[config.mk]
export PLATFORM = sky130hd
export DESIGN_NAME = mfr_regs
export DESIGN_NICKNAME = d
export VERILOG_FILES = /design/src/verilog/mfr_buffer_ram.v /design/src/verilog/mfr_regs.v
export VERILOG_INCLUDE_DIRS = /design/src /design/src/verilog
export SDC_FILE = /design/constraint.sdc
export NUM_CORES = 2
export LEC_CHECK = 0
export BUFFER_PORTS_ARGS = -buffer_cell sky130_fd_sc_hd__buf_2
export CAP_MARGIN = 0
export CORE_AREA = 2 2 492 494
export CTS_BUF_LIST = sky130_fd_sc_hd__clkbuf_8 sky130_fd_sc_hd__clkbuf_16
export DETAILED_ROUTE_END_ITERATION = 8
export DIE_AREA = 0 0 494 496
export MAX_ROUTING_LAYER = met4
export PLACE_DENSITY = 0.47
export SLEW_MARGIN = 30
export SYNTH_ARGS = -nofsm -noshare
export SYNTH_HDL_FRONTEND = slang
export SYNTH_HIERARCHICAL = 1
export SYNTH_SLANG_ARGS = --single-unit
export TNS_END_PERCENT = 10
[constraint.sdc]
create_clock -name clk -period 15.4 [get_ports clk]
set_input_delay 0.77 -clock clk [delete_from_list [all_inputs] [get_ports clk]]
set_output_delay 0.77 -clock clk [all_outputs]
set_load 0.02 [all_outputs]
[src/verilog/mfr_consts.vh]
// Register map constants for the modem buffer pointer and interrupt mask bank.
// Included by the register bank only; definitions only.
`ifndef MFR_CONSTS_VH
`define MFR_CONSTS_VH

// Register offsets
`define MFR_OFS_RX_AMP_CONFIG      7'h0c
`define MFR_OFS_BUF_ACCESS_PTR     7'h0d
`define MFR_OFS_TX_BUF_BASE        7'h0e
`define MFR_OFS_RX_BUF_BASE        7'h0f
`define MFR_OFS_LAST_PKT_START     7'h10
`define MFR_OFS_IRQ_MASK           7'h11
`define MFR_OFS_IRQ_FLAGS          7'h12
`define MFR_OFS_BUF_DATA           7'h00

// Amplifier field positions
`define MFR_GAIN_MSB               7
`define MFR_GAIN_LSB               5
`define MFR_LB_CUR_MSB             4
`define MFR_LB_CUR_LSB             3
`define MFR_RSVD_BIT               2
`define MFR_HB_CUR_MSB             1
`define MFR_HB_CUR_LSB             0

// Gain codes and high-band boost current code
`define MFR_GAIN_MAX               3'h1
`define MFR_GAIN_MIN               3'h6
`define MFR_HB_CUR_BOOST           2'h3

// Reset values
`define MFR_RST_RX_AMP_CONFIG      8'h20
`define MFR_RST_BUF_ACCESS_PTR     8'h00
`define MFR_RST_TX_BUF_BASE        8'h80
`define MFR_RST_RX_BUF_BASE        8'h00
`define MFR_RST_IRQ_MASK           8'h00
`define MFR_RST_IRQ_FLAGS          8'h00

`endif

[src/verilog/mfr_buffer_ram.v]
// Packet data buffer: single write port, registered read port.
// Assumes addresses and write strobe come from logic on clk.
`timescale 1ns/100ps
`default_nettype none
module mfr_buffer_ram #(
   parameter ADDR_W = 8,
   parameter DATA_W = 8
) (
   input  wire              clk,    // System clock
   input  wire              wr_en,  // Write strobe
   input  wire [ADDR_W-1:0] wr_addr, // Write address
   input  wire [DATA_W-1:0] wr_data, // Write data
   input  wire [ADDR_W-1:0] rd_addr, // Read address
   output reg  [DATA_W-1:0] rd_data  // Registered read data
);
   reg [DATA_W-1:0] mem [0:(1<<ADDR_W)-1];

   // Memory has no reset, content is undefined at power up
   always @(posedge clk) begin
      if (wr_en) begin
         mem[wr_addr] <= wr_data;
      end
      rd_data <= mem[rd_addr];
   end
endmodule
`default_nettype wire

[src/verilog/mfr_regs.v]
// Modem register bank slice: amplifier config, buffer pointers, interrupt mask and flags.
// Assumes the serial host access is decoded into one-cycle read/write strobes on clk,
// and that modem events arrive as one-cycle pulses from logic on clk.
`timescale 1ns/100ps
`default_nettype none
`include "mfr_consts.vh"
module mfr_regs #(
   parameter ADDR_W = 7,
   parameter DATA_W = 8,
   parameter BUF_AW = 8
) (
   input  wire              clk,              // 40 MHz system clock
   input  wire              reset,            // Synchronous reset, active high
   input  wire              reg_wr,           // Host register write strobe
   input  wire              reg_rd,           // Host register read strobe
   input  wire [ADDR_W-1:0] reg_addr,         // Host register address
   input  wire [DATA_W-1:0] reg_wdata,        // Host write data
   output reg  [DATA_W-1:0] reg_rdata_ff,     // Host read data
   output reg               reg_rvalid_ff,    // Read data valid pulse
   input  wire [7:0]        irq_event,        // Modem event pulses, flag bit order
   input  wire              pkt_start_load,   // Modem latches last packet start
   input  wire [7:0]        pkt_start_addr,   // Start address of received packet
   input  wire              modem_buf_wr,     // Modem writes receive data to buffer
   input  wire [BUF_AW-1:0] modem_buf_addr,   // Modem buffer address
   input  wire [7:0]        modem_buf_wdata,  // Modem buffer data
   output reg  [2:0]        rx_amp_gain_code_ff,      // Effective gain step code
   output reg  [1:0]        low_band_amp_current_ff,  // Low-band amplifier current
   output reg  [1:0]        high_band_amp_current_ff, // High-band amplifier current
   output reg               high_band_boost_ff,       // High-band 150 percent boost on
   output reg  [7:0]        tx_buffer_base_ff,        // Transmit payload base
   output reg  [7:0]        rx_buffer_base_ff,        // Receive data base
   output reg  [7:0]        buf_rdata_ff,             // Buffer data read by modem
   output reg               irq_ff                    // Interrupt indication, active high
);
   // Register state
   reg [7:0] rx_amp_config_ff;
   reg [7:0] buffer_access_pointer_ff;
   reg [7:0] last_packet_start_ff;
   reg [7:0] interrupt_mask_ff;
   reg [7:0] interrupt_flag_register_ff;
   reg       buf_rd_pend_ff;
   reg [7:0] nxt_rdata;
   reg [7:0] nxt_flags;
   reg [2:0] nxt_gain;

   wire [7:0] ram_rdata;
   wire       host_buf_wr;
   wire       host_buf_rd;
   wire [BUF_AW-1:0] ram_wr_addr;
   wire [7:0]        ram_wr_data;
   wire              ram_wr;

   // Address compare used by several decoders
   function hit;
      input [ADDR_W-1:0] addr;
      input [ADDR_W-1:0] ofs;
      begin
         hit = (addr == ofs);
      end
   endfunction

   assign host_buf_wr = reg_wr && hit(reg_addr, `MFR_OFS_BUF_DATA);
   assign host_buf_rd = reg_rd && hit(reg_addr, `MFR_OFS_BUF_DATA);

   // Host write wins the port; modem write is dropped if both collide
   assign ram_wr      = host_buf_wr | modem_buf_wr;
   assign ram_wr_addr = host_buf_wr ? buffer_access_pointer_ff[BUF_AW-1:0] : modem_buf_addr;
   assign ram_wr_data = host_buf_wr ? reg_wdata : modem_buf_wdata;

   mfr_buffer_ram #(
      .ADDR_W (BUF_AW),
      .DATA_W (8)
   ) u_ram (
      .clk     (clk),
      .wr_en   (ram_wr),
      .wr_addr (ram_wr_addr),
      .wr_data (ram_wr_data),
      .rd_addr (buffer_access_pointer_ff[BUF_AW-1:0]),
      .rd_data (ram_rdata)
   );

   // Configuration registers, written by the host
   always @(posedge clk) begin
      if (reset) begin
         rx_amp_config_ff         <= `MFR_RST_RX_AMP_CONFIG;
         buffer_access_pointer_ff <= `MFR_RST_BUF_ACCESS_PTR;
         tx_buffer_base_ff        <= `MFR_RST_TX_BUF_BASE;
         rx_buffer_base_ff        <= `MFR_RST_RX_BUF_BASE;
         interrupt_mask_ff        <= `MFR_RST_IRQ_MASK;
      end else if (reg_wr) begin
         if (hit(reg_addr, `MFR_OFS_RX_AMP_CONFIG)) begin
            rx_amp_config_ff <= reg_wdata;
         end else if (hit(reg_addr, `MFR_OFS_BUF_ACCESS_PTR)) begin
            buffer_access_pointer_ff <= reg_wdata;
         end else if (hit(reg_addr, `MFR_OFS_TX_BUF_BASE)) begin
            tx_buffer_base_ff <= reg_wdata;
         end else if (hit(reg_addr, `MFR_OFS_RX_BUF_BASE)) begin
            rx_buffer_base_ff <= reg_wdata;
         end else if (hit(reg_addr, `MFR_OFS_IRQ_MASK)) begin
            interrupt_mask_ff <= reg_wdata;
         end else if (hit(reg_addr, `MFR_OFS_BUF_DATA)) begin
            buffer_access_pointer_ff <= buffer_access_pointer_ff + 8'h01;
         end
      end else if (host_buf_rd) begin
         buffer_access_pointer_ff <= buffer_access_pointer_ff + 8'h01;
      end
   end

   // latched from the modem, no reset on purpose
   always @(posedge clk) begin
      if (pkt_start_load) begin
         last_packet_start_ff <= pkt_start_addr;
      end
   end

   always @* begin
      nxt_flags = interrupt_flag_register_ff;
      if (reg_wr && hit(reg_addr, `MFR_OFS_IRQ_FLAGS)) begin
         nxt_flags = nxt_flags & ~reg_wdata;
      end
      // events set flags regardless of mask
      nxt_flags = nxt_flags | irq_event;
   end

   always @(posedge clk) begin
      if (reset) begin
         interrupt_flag_register_ff <= `MFR_RST_IRQ_FLAGS;
      end else begin
         interrupt_flag_register_ff <= interrupt_flag_register_ff == nxt_flags ?
                                       interrupt_flag_register_ff : nxt_flags;
      end
   end

   // each mask bit gates its own flag
   // masked flag never raises the output
   always @(posedge clk) begin
      if (reset) begin
         irq_ff <= 1'b0;
      end else begin
         irq_ff <= |(nxt_flags & ~interrupt_mask_ff);
      end
   end

   // only codes 1..6 are real steps; unused codes fall back to max gain
   always @* begin
      nxt_gain = rx_amp_config_ff[`MFR_GAIN_MSB:`MFR_GAIN_LSB];
      if (nxt_gain < `MFR_GAIN_MAX || nxt_gain > `MFR_GAIN_MIN) begin
         nxt_gain = `MFR_GAIN_MAX;
      end
   end

   // Amplifier controls out of flip-flops
   always @(posedge clk) begin
      if (reset) begin
         rx_amp_gain_code_ff      <= `MFR_GAIN_MAX;
         low_band_amp_current_ff  <= 2'h0;
         high_band_amp_current_ff <= 2'h0;
         high_band_boost_ff       <= 1'b0;
      end else begin
         rx_amp_gain_code_ff <= nxt_gain;
         // host keeps this at zero; passed on as written
         low_band_amp_current_ff  <= rx_amp_config_ff[`MFR_LB_CUR_MSB:`MFR_LB_CUR_LSB];
         high_band_amp_current_ff <= rx_amp_config_ff[`MFR_HB_CUR_MSB:`MFR_HB_CUR_LSB];
         high_band_boost_ff <= (rx_amp_config_ff[`MFR_HB_CUR_MSB:`MFR_HB_CUR_LSB] == `MFR_HB_CUR_BOOST);
      end
   end

   // Modem side sees buffer content at the pointer, two cycles after the pointer changes
   always @(posedge clk) begin
      if (reset) begin
         buf_rdata_ff <= 8'h00;
      end else begin
         buf_rdata_ff <= ram_rdata;
      end
   end

   // Read mux; unmapped offsets read zero
   always @* begin
      nxt_rdata = 8'h00;
      if (hit(reg_addr, `MFR_OFS_RX_AMP_CONFIG)) begin
         nxt_rdata = rx_amp_config_ff;
      end else if (hit(reg_addr, `MFR_OFS_BUF_ACCESS_PTR)) begin
         nxt_rdata = buffer_access_pointer_ff;
      end else if (hit(reg_addr, `MFR_OFS_TX_BUF_BASE)) begin
         nxt_rdata = tx_buffer_base_ff;
      end else if (hit(reg_addr, `MFR_OFS_RX_BUF_BASE)) begin
         nxt_rdata = rx_buffer_base_ff;
      end else if (hit(reg_addr, `MFR_OFS_LAST_PKT_START)) begin
         nxt_rdata = last_packet_start_ff;
      end else if (hit(reg_addr, `MFR_OFS_IRQ_MASK)) begin
         nxt_rdata = interrupt_mask_ff;
      end else if (hit(reg_addr, `MFR_OFS_IRQ_FLAGS)) begin
         nxt_rdata = interrupt_flag_register_ff;
      end
   end

   // Register reads answer next cycle; buffer reads wait one more for the RAM
   always @(posedge clk) begin
      if (reset) begin
         reg_rdata_ff   <= 8'h00;
         reg_rvalid_ff  <= 1'b0;
         buf_rd_pend_ff <= 1'b0;
      end else begin
         buf_rd_pend_ff <= host_buf_rd;
         reg_rvalid_ff  <= (reg_rd && !host_buf_rd) || buf_rd_pend_ff;
         if (buf_rd_pend_ff) begin
            reg_rdata_ff <= ram_rdata;
         end else if (reg_rd && !host_buf_rd) begin
            reg_rdata_ff <= nxt_rdata;
         end
      end
   end
endmodule
`default_nettype wire
==> metrics.cfg <==
[critical_path]
worstSetupEndpointType=flip-flop
cp_top_family=buffers and inverters
path_class=flip-flop to flip-flop
crit_path_max_fanout=47
path_buf_inv=4
slowest_stage=dfxtp_4
r2r_end=u_ram/rd_data[2]
slowest_delay_ps=830
arrival_ps=5750
timing.rr.start=buffer_access_pointer_ff[1]
ff2ff_setup_slack_ps=10400
reg2regPathDepth=9
crit_top_cell=buf_4
cp.required_ps=16150
crit_path_start_kind=flip-flop
path_cells=buf_4, buf_4, buf_4, mux4_2, o21ai_0, a2111oi_0, nor3_1, buf_4, nor4_2

[final_layout]
fin_area_sq_um=95280
drive_above_1_share_pct=23.72
synthToLayoutAreaGrowth_pct=13.86
layout.nets=4400
finish.utilization_pct=39.76
final_cells=7721
top_register=u_ram/mem
largest_reg_flops=2048

[clock_network]
root_buffer=clkbuf_16
cts_buffers=220
htreeDepth=4
clk_pin_slew_ps=60
clock_latency_ps=880
cts-resized-gates=0
cts_tree=built
cts_buffer_depth=3
ctsHoldBuffers=0
post_cts_buffers=0
cts_sinks=2139

[synthesis]
netlist_area_sq_um=83680
synth_compound_area_share_pct=4.257
synth_simple_gate_area_share_pct=3.476
yosysMostFrequentCell=edfxtp_1
synthXorXnorAreaFrac_pct=0
synth_top_area_cell=edfxtp_1
synthMuxAreaShare_pct=14.51
ys_seq_elements=2139
avgSynthCellArea_sq_um=19.94
synth_fa_ha_area_share_pct=0.01495
synthDistinctLibCells=77
ys.flop_type=edfxtp_1
yosys_warnings=6
ys_seq_area_share_pct=75.77
syn_inst=4197
synthTopCellsByCount=2056 x edfxtp_1, 454 x mux4_2, 328 x nor2_1
netlist_top_cells_area=edfxtp_1 74%, mux4_2 12%, dfxtp_1 2.0%, mux2i_1 1.9%, nor2_1 1.5%
synth_top_family_by_area=multiplexers
synth_top_area_share_pct=73.78
async_flop_share_pct=0
synth_edf_count=2056
syn-num-nets=4251

[place]
placed_area_sq_um=87710
dp_cells=7307
hpwl_mm=144.2
gp_congestion=0.8568
numPortBuffers=94

[power]
power_density_nw_per_um2=127.3
ir_drop_mv=0.1058
p_sw_mw=2.483
p_total_mw=12.13
clkPwrFrac_pct=45.1
comb_power_share_pct=2.1
p_sw_share_pct=20.48
leakagePower_nw=28.35
p_seq_share_pct=52.8
p_int_mw=9.642

[global_route]
grt_pass1_vias=42640
grt_start_max_net_pins=170
grt.total_usage_pct=19.71
grt_pass1_wl_mm=333.6
antenna_found_initial=9
overflow=0

[sta]
period_share_pct=32.48
slew_viol_final=0
relSlewSlack_pct=32.14
max_clock_freq_mhz=199.9
timing.final.crit_period_ps=5002
grt_setup_unrepaired=false
worst_slew_pin_slew_ps=1018
fin_skew_ps=27.31
hold_viol_final=0
setup_viol_count_final=0
finalSetupTns_ps=0

[floorplan]
start_util_pct=34.92
io_pins=95
placeableCoreArea_sq_um=239600
die_y_um=496
die_area_sq_um=245000
die_w_um=494
rows=180

[route]
final_antenna_net_count=0
viasPerCell=5.485
drc=0
wl_per_cell_um=30.52
wirelength_mm=235.6
drt_pass1_iterations=7
drtIter0Drc=4305
num_vias=42350

[flow_run]
drv_cap=0

[status]
status=finished clean

[min_path]
hp-start=pkt_start_addr[6]
min_path_type=input port to flip-flop
hold_depth=1
min_to=last_packet_start_ff[6]

worst reg2reg max path, delay by kind of cell (launching register included):
kind,cells,cell delay (ps)
and+or+nand+nor,2,710
DFF,1,830
buffers and inverters,4,2110
AOI/OAI and AO/OA,2,790
muxes,1,430
cell families (layout without fill, tap and decap cells):
logic type | count (synthesis) | in the layout
other cells | 0 | 4
compound gates | 506 | 506
simple gates | 629 | 629
buf+inv | 283 | 618
mux | 639 | 639
fa+ha+maj | 1 | 1
flops | 2139 | 2139
layout make-up:
type	count	area (sq um)
Sequential cell	2139	63420
Multi-Input combinational cell	1775	19000
Inverter	17	63.81
Fill cell	21430	144400
Antenna cell	4	10.01
Tap cell	3185	3985
Clock inverter	181	1863
Clock buffer	227	5613
Timing Repair Buffer	193	1326
how the worst max path moves through the flow:
stage | from | end | slack [ps] | cells after the start
after floorplan | reg_addr[1] | u_ram/mem[0][0] | 1210 | 6
after global placement | reg_addr[0] | u_ram/mem[131][4] | 9640 | 9
after detailed placement | reg_addr[0] | u_ram/mem[222][3] | 9610 | 10
after CTS | buffer_access_pointer_ff[0] | u_ram/rd_data[1] | 9890 | 8
after global routing | buffer_access_pointer_ff[0] | u_ram/rd_data[5] | 9880 | 8
final | buffer_access_pointer_ff[1] | u_ram/rd_data[2] | 10400 | 9
placed cells by master (no fill, tap or decap), types with 15 or more instances in the layout:
| cell type | n |
|---|---|
| edfxtp_1 | 2056 |
| mux4_2 | 454 |
| nor2_1 | 315 |
| clkbuf_16 | 221 |
| mux2i_1 | 159 |
| a22oi_1 | 142 |
| a21oi_1 | 136 |
| buf_2 | 94 |
| buf_4 | 87 |
| nand2_1 | 79 |
| dfxtp_1 | 77 |
| inv_1 | 52 |
| o221ai_1 | 52 |
| clkinv_1 | 47 |
| nor2b_1 | 44 |
| clkinv_2 | 43 |
| o22ai_1 | 37 |
| nand3_1 | 36 |
| bufinv_16 | 33 |
| nor3_1 | 24 |
| a221oi_1 | 21 |
| o21ai_0 | 19 |
| a211oi_1 | 19 |
| nor4_1 | 18 |
| mux2_2 | 17 |
| a22o_1 | 15 |
stage by stage:
step	worst slack [ps]	hold WS, ps
finish	10400	88.87
global route	9882	46.29
CTS	9888	8.334
detailed placement	9613	480.6
global placement	9638	475.4
floorplan	1205	432.4
metal layers:
metal / track usage (%) / routed length (um) / up-vias
met5: - / 0 / -
met4: 5.050 / 5374 / 0
met3: 3.442 / 14700 / 323
met2: 30.06 / 110400 / 1548
met1: 27.44 / 105100 / 22780
li1: - / - / 17700
power by group through the flow:
stage / Combinational (mW) / Sequential (mW) / Clock (mW)
5_1_grt: 0.277 / 6.40 / 5.81
3_3_place_gp: 0.259 / 6.53 / 0
2_1_floorplan: 0.126 / 6.54 / 0
6_report: 0.257 / 6.40 / 5.46
4_1_cts: 0.262 / 6.40 / 5.59
3_5_place_dp: 0.262 / 6.53 / 0
Power figures use the tool's default switching activity.
